$ cat src/accel_regs_pkg.sv
/*
 * Shared constants for the rate, motion control and queue status registers.
 * Assumes an 8-bit register port, and queue pointers from logic on the same clock.
 */
package accel_regs_pkg;

    // Register port widths
    localparam int unsigned REG_ADDR_W = 8;
    localparam int unsigned REG_DATA_W = 8;

    // Register offsets
    localparam logic [7:0] SAMPLE_RATE_OFFSET = 8'h08;
    localparam logic [7:0] MOTION_CTRL_OFFSET = 8'h09;
    localparam logic [7:0] QUEUE_STATUS_OFFSET = 8'h0a;

    // Reset values
    localparam logic [7:0] SAMPLE_RATE_RESET = 8'h00;
    localparam logic [7:0] MOTION_CTRL_RESET = 8'h00;
    localparam logic [7:0] QUEUE_STATUS_RESET = 8'h01;

    // Sample rate fields
    localparam int unsigned RATE_CODE_LSB = 0;
    localparam int unsigned RATE_CODE_W = 3;
    localparam int unsigned RATE_FAST_BIT = 3;
    localparam int unsigned RATE_SLOW_BIT = 4;
    localparam logic [2:0] RATE_FAST_MISSING_CODE = 3'h7;
    localparam logic [2:0] RATE_FAST_INDEX_STEP = 3'h1;

    // Motion control fields
    localparam int unsigned MC_TILTFLIP_BIT = 0;
    localparam int unsigned MC_LATCH_BIT = 1;
    localparam int unsigned MC_ANY_MOVE_BIT = 2;
    localparam int unsigned MC_SHAKE_BIT = 3;
    localparam int unsigned MC_TILT35_BIT = 4;
    localparam int unsigned MC_POLARITY_BIT = 5;
    localparam int unsigned MC_UNFILTERED_BIT = 6;
    localparam int unsigned MC_RESET_BIT = 7;

    // Queue status fields
    localparam int unsigned QS_EMPTY_BIT = 0;
    localparam int unsigned QS_FULL_BIT = 1;
    localparam int unsigned QS_LEVEL_BIT = 2;
    localparam int unsigned QS_RSVD_LSB = 3;
    localparam int unsigned QS_RSVD_MSB = 7;

    // Queue pointer layout: address bits plus one wrap bit
    localparam int unsigned QPTR_W = 6;
    localparam int unsigned QADDR_W = 5;

    // Motion interrupt sources, in interrupt enable bit order
    localparam int unsigned INT_SRC_W = 5;
    localparam int unsigned INT_TILT_BIT = 0;
    localparam int unsigned INT_FLIP_BIT = 1;
    localparam int unsigned INT_ANY_MOVE_BIT = 2;
    localparam int unsigned INT_SHAKE_BIT = 3;
    localparam int unsigned INT_TILT35_BIT = 4;

    // Oscillator range picked by the rate register
    typedef enum logic [0:0] {
        RANGE_SLOW = 1'b0,
        RANGE_FAST = 1'b1
    } rate_range_t;

endpackage : accel_regs_pkg

$ cat src/rate_code_decode.sv
/*
 * Decodes the sample rate register into a common rate index and range.
 * Assumes the caller registers the results; this module is purely combinational.
 */
`timescale 1ns/1ps
module rate_code_decode
    import accel_regs_pkg::*;
(
    input wire logic [7:0] i_rate_value,
    output logic [RATE_CODE_W-1:0] o_rate_index,
    output rate_range_t o_range,
    output logic o_legal
);
    logic [RATE_CODE_W-1:0] code;
    logic fast_sel;

    // Only the fast bit alone selects the fast table; anything else reads as slow
    assign code = i_rate_value[RATE_CODE_LSB +: RATE_CODE_W];
    assign fast_sel = i_rate_value[RATE_FAST_BIT] & ~i_rate_value[RATE_SLOW_BIT];
    assign o_range = fast_sel ? RANGE_FAST : RANGE_SLOW;

    // Fast table starts one step up the slow ladder, so both share one index
    assign o_rate_index = fast_sel ? code + RATE_FAST_INDEX_STEP : code;
    assign o_legal = !(fast_sel && (code == RATE_FAST_MISSING_CODE));

endmodule : rate_code_decode

$ cat src/queue_level_flags.sv
/*
 * Empty, full and threshold flags from the queue's wrap-bit pointers.
 * Assumes both pointers come from logic on the same clock; outputs are unregistered.
 */
`timescale 1ns/1ps
module queue_level_flags
    import accel_regs_pkg::*;
(
    input wire logic [QPTR_W-1:0] i_wr_ptr,
    input wire logic [QPTR_W-1:0] i_rd_ptr,
    input wire logic [QPTR_W-1:0] i_threshold,
    output logic o_empty,
    output logic o_full,
    output logic o_level_reached
);
    logic addr_match;
    logic wrap_match;
    logic [QPTR_W-1:0] level;

    // Address and wrap comparison decide full against empty
    assign addr_match = i_wr_ptr[QADDR_W-1:0] == i_rd_ptr[QADDR_W-1:0];
    assign wrap_match = i_wr_ptr[QADDR_W] == i_rd_ptr[QADDR_W];
    assign o_empty = addr_match & wrap_match;
    assign o_full = addr_match & ~wrap_match;

    // Modulo difference spans 0..32 thanks to the wrap bit
    assign level = i_wr_ptr - i_rd_ptr;
    assign o_level_reached = level >= i_threshold;

endmodule : queue_level_flags

$ cat src/accel_rate_motion_fifo_regs.sv
/*
 * Sample rate, motion control and queue status registers of the accelerometer.
 * Assumes a single-cycle register port from the serial front end, queue
 * pointers and threshold from the queue on the same clock, and raw motion
 * events and interrupt enables from the motion block and enable register.
 */
`timescale 1ns/1ps
module accel_rate_motion_fifo_regs
(
    input wire logic i_sys_clk,
    input wire logic i_reset_n,
    input wire logic [accel_regs_pkg::REG_ADDR_W-1:0] i_reg_addr,
    input wire logic [accel_regs_pkg::REG_DATA_W-1:0] i_reg_wdata,
    input wire logic i_reg_write,
    input wire logic i_reg_read,
    output logic [accel_regs_pkg::REG_DATA_W-1:0] o_reg_rdata,
    input wire logic [accel_regs_pkg::QPTR_W-1:0] i_queue_wr_ptr,
    input wire logic [accel_regs_pkg::QPTR_W-1:0] i_queue_rd_ptr,
    input wire logic [accel_regs_pkg::QPTR_W-1:0] i_queue_threshold,
    input wire logic [accel_regs_pkg::INT_SRC_W-1:0] i_int_enable,
    input wire logic [accel_regs_pkg::INT_SRC_W-1:0] i_motion_event,
    output logic [accel_regs_pkg::RATE_CODE_W-1:0] o_output_sample_rate,
    output logic [accel_regs_pkg::RATE_CODE_W-1:0] o_internal_sample_rate,
    output logic o_osc_fast_range,
    output logic o_rate_code_illegal,
    output logic o_tiltflip_enable,
    output logic o_motion_latch,
    output logic o_any_movement_enable,
    output logic o_shake_enable,
    output logic o_tilt35_enable,
    output logic o_vertical_polarity,
    output logic o_unfiltered_flag_select,
    output logic o_motion_reset,
    output logic [accel_regs_pkg::INT_SRC_W-1:0] o_motion_int_status,
    output logic o_queue_empty,
    output logic o_queue_full,
    output logic o_queue_level_reached
);
    import accel_regs_pkg::*;

    // Address match used by both the write and read paths
    function automatic logic reg_hit(
        input logic [REG_ADDR_W-1:0] addr,
        input logic [REG_ADDR_W-1:0] offset
    );
        reg_hit = addr == offset;
    endfunction : reg_hit

    logic [REG_DATA_W-1:0] sample_rate_select_reg;
    logic [REG_DATA_W-1:0] sample_rate_select_next;
    logic [REG_DATA_W-1:0] motion_feature_control_reg;
    logic [REG_DATA_W-1:0] motion_feature_control_next;
    logic [RATE_CODE_W-1:0] rate_index_reg;
    logic [RATE_CODE_W-1:0] rate_index_next;
    rate_range_t range_reg;
    rate_range_t range_next;
    logic illegal_reg;
    logic illegal_next;

    logic rate_write;
    logic motion_write;
    logic [RATE_CODE_W-1:0] dec_index;
    rate_range_t dec_range;
    logic dec_legal;
    logic any_move_on;
    logic [INT_SRC_W-1:0] feature_on;
    logic [REG_DATA_W-1:0] queue_status;
    logic [REG_DATA_W-1:0] rdata_mux;

    // Write strobes; the read strobe has no side effect in this group
    assign rate_write = i_reg_write & reg_hit(i_reg_addr, SAMPLE_RATE_OFFSET);
    assign motion_write = i_reg_write & reg_hit(i_reg_addr, MOTION_CTRL_OFFSET);

    // Rate bits 7:5 are stored as written; keeping them zero is up to software
    assign sample_rate_select_next = rate_write ? i_reg_wdata : sample_rate_select_reg;
    // Reset bit only changes on a host write, never by itself
    assign motion_feature_control_next =
        motion_write ? i_reg_wdata : motion_feature_control_reg;

    // Register storage
    always_ff @(posedge i_sys_clk or negedge i_reset_n)
    begin
        if (!i_reset_n)
        begin
            sample_rate_select_reg <= SAMPLE_RATE_RESET;
            motion_feature_control_reg <= MOTION_CTRL_RESET;
        end
        else
        begin
            sample_rate_select_reg <= sample_rate_select_next;
            motion_feature_control_reg <= motion_feature_control_next;
        end
    end

    // Rate decode into one index shared by both interface speed tables
    rate_code_decode u_rate_decode
    (
        .i_rate_value(sample_rate_select_reg),
        .o_rate_index(dec_index),
        .o_range(dec_range),
        .o_legal(dec_legal)
    );

    // An undefined fast code keeps the last good rate so the oscillator never stalls
    assign rate_index_next = dec_legal ? dec_index : rate_index_reg;
    assign range_next = dec_legal ? dec_range : range_reg;
    assign illegal_next = ~dec_legal;

    // Applied rate and oscillator range, one cycle behind the register
    always_ff @(posedge i_sys_clk or negedge i_reset_n)
    begin
        if (!i_reset_n)
        begin
            rate_index_reg <= '0;
            range_reg <= RANGE_SLOW;
            illegal_reg <= 1'b0;
        end
        else
        begin
            rate_index_reg <= rate_index_next;
            range_reg <= range_next;
            illegal_reg <= illegal_next;
        end
    end

    // Output and internal rates are the same setting
    assign o_output_sample_rate = rate_index_reg;
    assign o_internal_sample_rate = rate_index_reg;
    assign o_osc_fast_range = range_reg == RANGE_FAST;
    assign o_rate_code_illegal = illegal_reg;

    // Motion feature controls from the register bits; shake and tilt-35 also need any-motion
    assign o_tiltflip_enable = motion_feature_control_reg[MC_TILTFLIP_BIT];
    assign o_motion_latch = motion_feature_control_reg[MC_LATCH_BIT];
    assign any_move_on = motion_feature_control_reg[MC_ANY_MOVE_BIT];
    assign o_any_movement_enable = any_move_on;
    // Shake and tilt-35 ride on the any-motion detector, so gate them by it
    assign o_shake_enable = motion_feature_control_reg[MC_SHAKE_BIT] & any_move_on;
    assign o_tilt35_enable = motion_feature_control_reg[MC_TILT35_BIT] & any_move_on;
    assign o_vertical_polarity = motion_feature_control_reg[MC_POLARITY_BIT];
    assign o_unfiltered_flag_select = motion_feature_control_reg[MC_UNFILTERED_BIT];
    assign o_motion_reset = motion_feature_control_reg[MC_RESET_BIT];

    // Feature enables in interrupt source order; reset silences all reporting
    assign feature_on[INT_TILT_BIT] = o_tiltflip_enable;
    assign feature_on[INT_FLIP_BIT] = o_tiltflip_enable;
    assign feature_on[INT_ANY_MOVE_BIT] = any_move_on;
    assign feature_on[INT_SHAKE_BIT] = o_shake_enable;
    assign feature_on[INT_TILT35_BIT] = o_tilt35_enable;
    assign o_motion_int_status =
        i_motion_event & i_int_enable & feature_on & {INT_SRC_W{~o_motion_reset}};

    // Queue flags, unregistered so they track the pointers directly
    queue_level_flags u_queue_flags
    (
        .i_wr_ptr(i_queue_wr_ptr),
        .i_rd_ptr(i_queue_rd_ptr),
        .i_threshold(i_queue_threshold),
        .o_empty(o_queue_empty),
        .o_full(o_queue_full),
        .o_level_reached(o_queue_level_reached)
    );

    // No queue interrupt enable enters here, so flags never depend on one
    assign queue_status[QS_EMPTY_BIT] = o_queue_empty;
    assign queue_status[QS_FULL_BIT] = o_queue_full;
    assign queue_status[QS_LEVEL_BIT] = o_queue_level_reached;
    assign queue_status[QS_RSVD_MSB:QS_RSVD_LSB] = '0;

    // Read mux: motion control is write-only and unmapped offsets read zero
    assign rdata_mux =
        reg_hit(i_reg_addr, SAMPLE_RATE_OFFSET) ? sample_rate_select_reg :
        reg_hit(i_reg_addr, QUEUE_STATUS_OFFSET) ? queue_status : '0;
    // Combinational so status is seen live, even mid-read
    assign o_reg_rdata = i_reg_read ? rdata_mux : '0;
endmodule : accel_rate_motion_fifo_regs

$ cat config.mk
export PLATFORM = sky130hd
export DESIGN_NAME = accel_rate_motion_fifo_regs
export DESIGN_NICKNAME = d
export VERILOG_FILES = /design/src/accel_regs_pkg.sv /design/src/rate_code_decode.sv /design/src/queue_level_flags.sv /design/src/accel_rate_motion_fifo_regs.sv
export SDC_FILE = /design/constraint.sdc
export NUM_CORES = 1
export LEC_CHECK = 0
export ABC_CLOCK_PERIOD_IN_PS = 2700
export BUFFER_PORTS_ARGS = -buffer_cell sky130_fd_sc_hd__clkbuf_2
export CELL_PAD_IN_SITES_DETAIL_PLACEMENT = 0
export CELL_PAD_IN_SITES_GLOBAL_PLACEMENT = 1
export CORE_MARGIN = 4
export CORE_UTILIZATION = 32
export DETAILED_ROUTE_END_ITERATION = 10
export GPL_TIMING_DRIVEN = 0
export PLACE_DENSITY = 0.89
export REMOVE_ABC_BUFFERS = 1
export SETUP_SLACK_MARGIN = 0.02
export SYNTH_ARGS = -nofsm -noshare
export SYNTH_HDL_FRONTEND = slang
export SYNTH_SLANG_ARGS = --single-unit
$ cat constraint.sdc
create_clock -name i_sys_clk -period 2.7 [get_ports i_sys_clk]
set_input_delay 0.27 -clock i_sys_clk [delete_from_list [all_inputs] [get_ports i_sys_clk]]
set_output_delay 0.27 -clock i_sys_clk [all_outputs]
set_load 0.01 [all_outputs]
==> results.md, run 1 <==
* Yosys warns at 0
* Cts bufs inserted at 3
* Sequential power share at 44.3%
* Post-synth top flop: dfrtp_1
* Placed cell count at 272
* Vias in the first global route at 1,372
* Fin crit period at 2.698 ns
* Post-Layout Cell Count at 285
* H-tree lvl count at 1
* Fin util at 48.83%
* Input/output buffers at 79
* Worst endpoint required time at 2.43 ns
* Net Switching at 0.2118 mW
* Routed Antenna Nets at 0
* CTS clk-pin slew, worst paths at 0.07 ns
* Largest net degree at the start of global routing at 22
* CP arrival at 2.43 ns
* Final WL at 3.516 mm
* Worst Hold Slack at 0.2512 ns
* Synth cell types at 35
* Area added between synthesis and finish at 45.99%
* Clk Latency, worst-skew pair at 0.25 ns
* DR vias/cell at 4.709
* GP Congestion at 0.8063
* Mapped Area at 0.001466 mm2
* Cell-internal power at 0.5579 mW
* RSZ-0062 raised after global routing: yes
* Power share of the clock group at 25.8%
* DP Worst Slack at -0.1163 ns
* Diode count at 0
* Antenna violations before repair at 0
* Final Cycle Share at 99.92%
* Die W at 75.70 um
* Lkg Pwr at 1.147 nW
* Outcome: complete, no violations
* Wire length per cell at 12.34 um
* Share of cells above drive strength 1 at 54.08%
* Placed wire-length estimate at 2.804 mm
* CP Max Fanout at 2
* CTS max path bufs at 2
* Crit path capture type: primary output
* Critical Path Start Type: primary input
* Fillcell total at 428
* Row cnt at 24
* Final hold violation count at 0
* GRT Total Usage at 12.66%
* Switching share of power at 27.52%
* Slew @ Worst Pin at 0.5899 ns
* Drt drc at 0
* Register area share after synthesis at 35.84%
* Setup-failing EPs final at 0
* VDD IR max at 259.9 uV
* Pwr Density at 359.5 mW/mm2
* Gate Count Post-Synth at 146
* Clk_skew at 0.001205 ns
* Core area at 0.004384 mm2
* Critical path class: primary input to primary output
* Asr flop ratio synth at 100.0%
* Post-synthesis register bit count at 21
* TritonCTS sink count at 21
* Max-slew headroom at 60.38%
* CTS tree: built
* Total number of vias at 1,342
* Initial drt markers at 25
* PnR worst setup slack at 0.002226 ns
* 1st-pass router iterations at 4
* Avg Cell Area, Syn at 10.04 um2
* First-pass GRT wire length at 5.644 mm
* Max-slew violation count at 0
* Starting density of the core at 33.45%
* Setup TNS at 0 ns
* GR Overflow Total at 0
* Combinational cell fraction of total power at 29.9%
* Clk root buf: clkbuf_8
* Die ar. at 0.005730 mm2
* Max cap viols at 0
* Die height at 75.70 um
* EDFF count, synth at 0
* Fmax at 370.7 MHz
* Ports at 80
* Min-Delay Path Class: primary input to flop
* Final Net Count at 296
Yosys cell counts (6+ instances only):
| library cell | n | share of area [%] |
|---|---|---|
| nand2b_1 | 6 | 2.6 |
| dfrtp_1 | 21 | 36 |
| nor2_1 | 10 | 2.6 |
| and2_1 | 8 | 3.4 |
| inv_1 | 14 | 3.6 |
| nand2_1 | 6 | 1.5 |
| mux2_2 | 13 | 10 |
| ha_1 | 13 | 11 |
| a21oi_1 | 8 | 2.7 |
| o21ai_0 | 6 | 2.0 |
power groups by stage:
stage | combinational [mW] | clock [mW] | sequential, mW
floorplan | 0.103 | 0 | 0.350
global placement | 0.185 | 0 | 0.347
detailed placement | 0.188 | 0 | 0.347
CTS | 0.216 | 0.206 | 0.341
global route | 0.260 | 0.223 | 0.344
finish | 0.230 | 0.198 | 0.341
final timing paths:
kind / from / to / slack, ns / cells past startpoint
hold / removal: i_reg_wdata[0] / sample_rate_select_reg[0]$_DFFE_PN0P_ / 0.25 / 2
setup / recovery: i_queue_wr_ptr[0] / o_reg_rdata[2] / 0.002 / 13
hold reg to reg: sample_rate_select_reg[7]$_DFFE_PN0P_ / sample_rate_select_reg[7]$_DFFE_PN0P_ / 0.49 / 1
setup reg to reg: sample_rate_select_reg[0]$_DFFE_PN0P_ / o_internal_sample_rate[0]$_DFFE_PN0N_ / 1.41 / 5
max in group asynchronous: i_reset_n / motion_feature_control_reg[7]$_DFFE_PN0P_ / 1.85 / 2
min in group asynchronous: i_reset_n / motion_feature_control_reg[5]$_DFFE_PN0P_ / 0.51 / 2
layer usage:
layer  global-route usage [%]  part of all wire, %  up-vias
met3                    2.639                  8.9        6
met1                    15.85                   40      606
met5                        0                    0        -
met2                    21.67                   49       52
met4                    4.272                  1.5        0
li1                         -                    -      678
repair_timing:
action | CTS | global route
resized for setup | 11 | 18
setup endpoints to repair | 1 | 1
hold buffers | 1 | 0
setup buffers | 5 | 3
hold endpoints to repair | 21 | 0
pin swaps | 9 | 16
placed cells by master (no fill, tap or decap), types with 3 or more instances in the layout:
cell       n
nand3_1    3
buf_6      5
o21ai_0    5
a21oi_1    6
nor2_1    10
and2_1     7
and3_1     3
dfrtp_1   21
clkbuf_2  73
ha_1       8
mux2_1     3
clkbuf_8   4
ha_4       5
inv_2      4
nand2_1    6
inv_1      8
mux2_2    13
buf_4      7
nand2b_1   6
cell type report:
type	count	area [um2]	share of cell area, %
Multi-Input combinational cell	106	944.7	44.13
Sequential cell	21	525.5	24.55
Inverter	14	57.56	2.688
Clock buffer	4	45.04	2.104
Timing Repair Buffer	88	503.0	23.50
Tap cell	52	65.06	3.039
metrics by stage:
step                cell area, um2  power [mW]
floorplan                     1436      0.4526
global placement              1897      0.5318
detailed placement            1897      0.5357
CTS                           2066      0.7635
global route                  2141      0.8271
finish                        2141      0.7697
kinds of logic (layout without fill, tap and decap cells):
family	Yosys count	after routing	synth area share, %
xor+xnor	3	3	1.792
fa+ha+maj	14	14	12.46
simple gates	47	47	20.39
mux	18	18	13.65
buf+inv	19	106	5.631
compound gates	24	24	10.24
flops	21	21	35.84
critical path, stage by stage:
cell and delay (ns):
buf_6 0.10, inv_4 0.04, ha_4 0.14, inv_4 0.03
fa_2 0.35, a21o_1 0.19, a21oi_2 0.13, xnor2_1 0.09
ha_1 0.27, o211ai_1 0.10, a311o_1 0.36, a31oi_1 0.18
buf_2 0.17
Note: power is estimated with default switching activity, not from simulation.
==> run 2, diff against run 1 <==
--- a/config.mk
+++ b/config.mk
@@ -5,7 +5,7 @@
 export SDC_FILE = /design/constraint.sdc
 export NUM_CORES = 1
 export LEC_CHECK = 0
-export ABC_CLOCK_PERIOD_IN_PS = 2700
+export ABC_CLOCK_PERIOD_IN_PS = 2950
 export BUFFER_PORTS_ARGS = -buffer_cell sky130_fd_sc_hd__clkbuf_2
 export CELL_PAD_IN_SITES_DETAIL_PLACEMENT = 0
 export CELL_PAD_IN_SITES_GLOBAL_PLACEMENT = 1
@@ -14,7 +14,6 @@
 export DETAILED_ROUTE_END_ITERATION = 10
 export GPL_TIMING_DRIVEN = 0
 export PLACE_DENSITY = 0.89
-export REMOVE_ABC_BUFFERS = 1
 export SETUP_SLACK_MARGIN = 0.02
 export SYNTH_ARGS = -nofsm -noshare
 export SYNTH_HDL_FRONTEND = slang
==> constraint.sdc (replaced) <==
create_clock -name i_sys_clk -period 2.95 [get_ports i_sys_clk]
set_input_delay 0.295 -clock i_sys_clk [delete_from_list [all_inputs] [get_ports i_sys_clk]]
set_output_delay 0.295 -clock i_sys_clk [all_outputs]
set_load 0.01 [all_outputs]
==> run 2 against run 1 <==
- final cell count down 1.4%
- cell area down 6.4%
- critical endpoint unchanged
- via count down 3.4%
- wire length down 4.4%
- count of clock-buffer cells in the layout unchanged
- die area unchanged
- sequential share of layout area up 1.7 points
==> results.md, run 2 (same netlist as run 1, synthesis figures left out) <==
* CP arrival at 2.48 ns (was 2.43 ns)
* Input/output buffers at 79 (unchanged)
* Worst endpoint required time at 2.65 ns (was 2.43 ns)
* Max-slew violation count at 0 (unchanged)
* GR peak layer: met2 (unchanged)
* Final hold violation count at 0 (unchanged)
* Total number of vias at 1,297 (was 1,342)
* Wire length per cell at 11.96 um (was 12.34 um)
* Clk root buf: clkbuf_8 (unchanged)
* Max-slew headroom at 61.73% (was 60.38%)
* GRT Total Usage at 11.73% (was 12.66%)
* Setup TNS at 0 ns (unchanged)
* Outcome: complete, no violations (unchanged)
* Fin crit period at 2.776 ns
* Critical path class: primary input to primary output (unchanged)
* TritonCTS sink count at 21 (unchanged)
* Placed wire-length estimate at 2.878 mm (was 2.804 mm)
* Core area at 0.004384 mm2 (unchanged)
* Critical Path Start Type: primary input (unchanged)
* Drt drc at 0 (unchanged)
* Final WL at 3.361 mm (was 3.516 mm)
* Post-Layout Cell Count at 281 (was 285)
* Max cap viols at 0 (unchanged)
* Met1 GRT Util at 15.52% (was 15.85%)
* Initial drt markers at 46 (was 25)
* Starting density of the core at 33.45% (unchanged)
* Worst path buffer plus inverter count at 2 (was 4)
* Antenna violations before repair at 0 (unchanged)
* Slowest cell on crit path: o31a_1 (was a311o_1)
* Vias in the first global route at 1,204 (was 1,372)
* Final Net Count at 292 (was 296)
* Diode count at 0 (unchanged)
* CP Max Fanout at 3 (was 2)
* 1st-pass router iterations at 4 (unchanged)
* GP Congestion at 0.8361 (was 0.8063)
* Fillcell total at 442 (was 428)
* Pwr Density at 336.0 mW/mm2 (was 359.5 mW/mm2)
* Area added between synthesis and finish at 36.60% (was 45.99%)
* Row cnt at 24 (unchanged)
* Die ar. at 0.005730 mm2 (unchanged)
* RSZ-0062 raised after global routing: no (was yes)
* Lkg Pwr at 1.108 nW (was 1.147 nW)
* Family with the most delay on the worst path: compound AO/OA/AOI/OAI gates (unchanged)
* R2R Setup Slk at 1.47 ns (was 1.41 ns)
* Crit path capture type: primary output (unchanged)
* Critical Path, Cell by Cell: clkbuf_2, ha_1, nor2b_2, o31a_1, a311o_1, ha_1, a21oi_1, a311o_1, a31oi_1, buf_2 (was buf_6, inv_4, ha_4, inv_4, fa_2, a21o_1, a21oi_2, xnor2_1, ha_1, o211ai_1, a311o_1, a31oi_1, buf_2)
* Die height at 75.70 um (unchanged)
* CTS tree: built (unchanged)
* M2 GR Usage at 19.08% (was 21.67%)
* CTS clk-pin slew, worst paths at 0.07 ns (about the same)
* Post-Syn Nets at 208
* Share of cells above drive strength 1 at 47.60% (was 54.08%)
* GR Overflow Total at 0 (unchanged)
* Ports at 80 (unchanged)
* Min-Delay Path Class: primary input to async pin (was primary input to flop)
* Most common cell after layout, fill and taps aside: clkbuf_2 (unchanged)
* Slew @ Worst Pin at 0.5697 ns (was 0.5899 ns)
* GR Util met3 at 3.166% (was 2.639%)
* First-pass GRT wire length at 5.223 mm (was 5.644 mm)
* Final Cycle Share at 94.11%
* Fmax at 360.2 MHz
* Die W at 75.70 um (unchanged)
* Largest net degree at the start of global routing at 22 (unchanged)
* Critical path's largest stage delay at 0.31 ns (was 0.36 ns)
* Cts bufs inserted at 3 (unchanged)
* Routed Antenna Nets at 0 (unchanged)
* Clk_skew at 0.0005664 ns (was 0.001205 ns)
* Setup-failing EPs final at 0 (unchanged)
* DR vias/cell at 4.616 (was 4.709)
* H-tree lvl count at 1 (unchanged)
* Placed cell count at 277 (was 272)
* CTS max path bufs at 2 (unchanged)
* Commonest cells after routing, fill and taps aside: clkbuf_2, dfrtp_1, inv_1, mux2_2, ha_1 (was clkbuf_2, dfrtp_1, mux2_2, nor2_1)
* VDD IR max at 270.0 uV (was 259.9 uV)
* Clk Latency, worst-skew pair at 0.25 ns (about the same)
[run 2: cell count changes in the layout (fill, tap and decap cells not counted), sizes merged]
| cell | delta |
|---|---|
| dlygate4sd3 | -1 |
| clkbuf | +6 |
| buf | -9 |
[run 2: worst paths after layout]
kind                                                  startpoint                                        end  cells after the start
min                                                    i_reset_n  motion_feature_control_reg[5]$_DFFE_PN0P_                      1
min in group i_sys_clk                            i_reg_wdata[0]      sample_rate_select_reg[0]$_DFFE_PN0P_                      2
min reg2reg                sample_rate_select_reg[6]$_DFFE_PN0P_      sample_rate_select_reg[6]$_DFFE_PN0P_                      1
max reg2reg                sample_rate_select_reg[0]$_DFFE_PN0P_      o_internal_sample_rate[1]$_DFFE_PN0N_                      5
max                                            i_queue_wr_ptr[1]                             o_reg_rdata[2]                     10
max in group asynchronous                              i_reset_n  motion_feature_control_reg[0]$_DFFE_PN0P_                      1
[run 2: report_power, final]
part	internal, mW	total [mW]	switching [mW]
Sequential	0.302	0.312	0.0101
Combinational	0.0936	0.183	0.0893
Clock	0.0958	0.178	0.0825
[run 2: layout make-up]
class	instances	area [um2]	share of cell area, %
Multi-Input combinational cell	106	889.6	44.41
Sequential cell	21	525.5	26.23
Timing Repair Buffer	79	395.4	19.74
Tap cell	52	65.06	3.248
Inverter	14	52.55	2.623
Clock buffer	4	45.04	2.249
Buffer	5	30.03	1.499
[run 2: routing by layer]
| layer | part of all wire [%] | wire length, um |
|---|---|---|
| met3 | 10 | 350 |
| met5 | 0 | 0 |
| met4 | 0.12 | 4 |
| met2 | 47 | 1566 |
| met1 | 43 | 1440 |
[run 2: worst reg2reg max path: stages, from the launching register on]
cell and delay [ns]:
dfrtp_1 0.42, ha_1 0.17, ha_1 0.13, clkbuf_1 0.25, mux2i_1 0.26, o21ai_0 0.12
[run 2: per-stage QoR]
step	cell area (um2)	utilization (%)	setup slack, ns	hold slack (ns)	total power [mW]
after floorplan	1466	-	0.3535	-0.0005911	0.4183
after global placement	1927	43.95	0.07774	0.2890	0.4904
after detailed placement	1927	43.95	0.07558	0.2947	0.4954
after CTS	1972	44.98	0.06351	0.01703	0.6778
after global routing	2003	45.69	0.05010	0.02235	0.7277
final	2003	45.69	0.1737	0.004409	0.6731
[run 2: repair_timing]
action                     CTS  global route
buffers inserted             0             0
hold buffers                 0             0
setup endpoints to repair    0             1
gates resized for setup      0             6
hold endpoints to repair     0             0
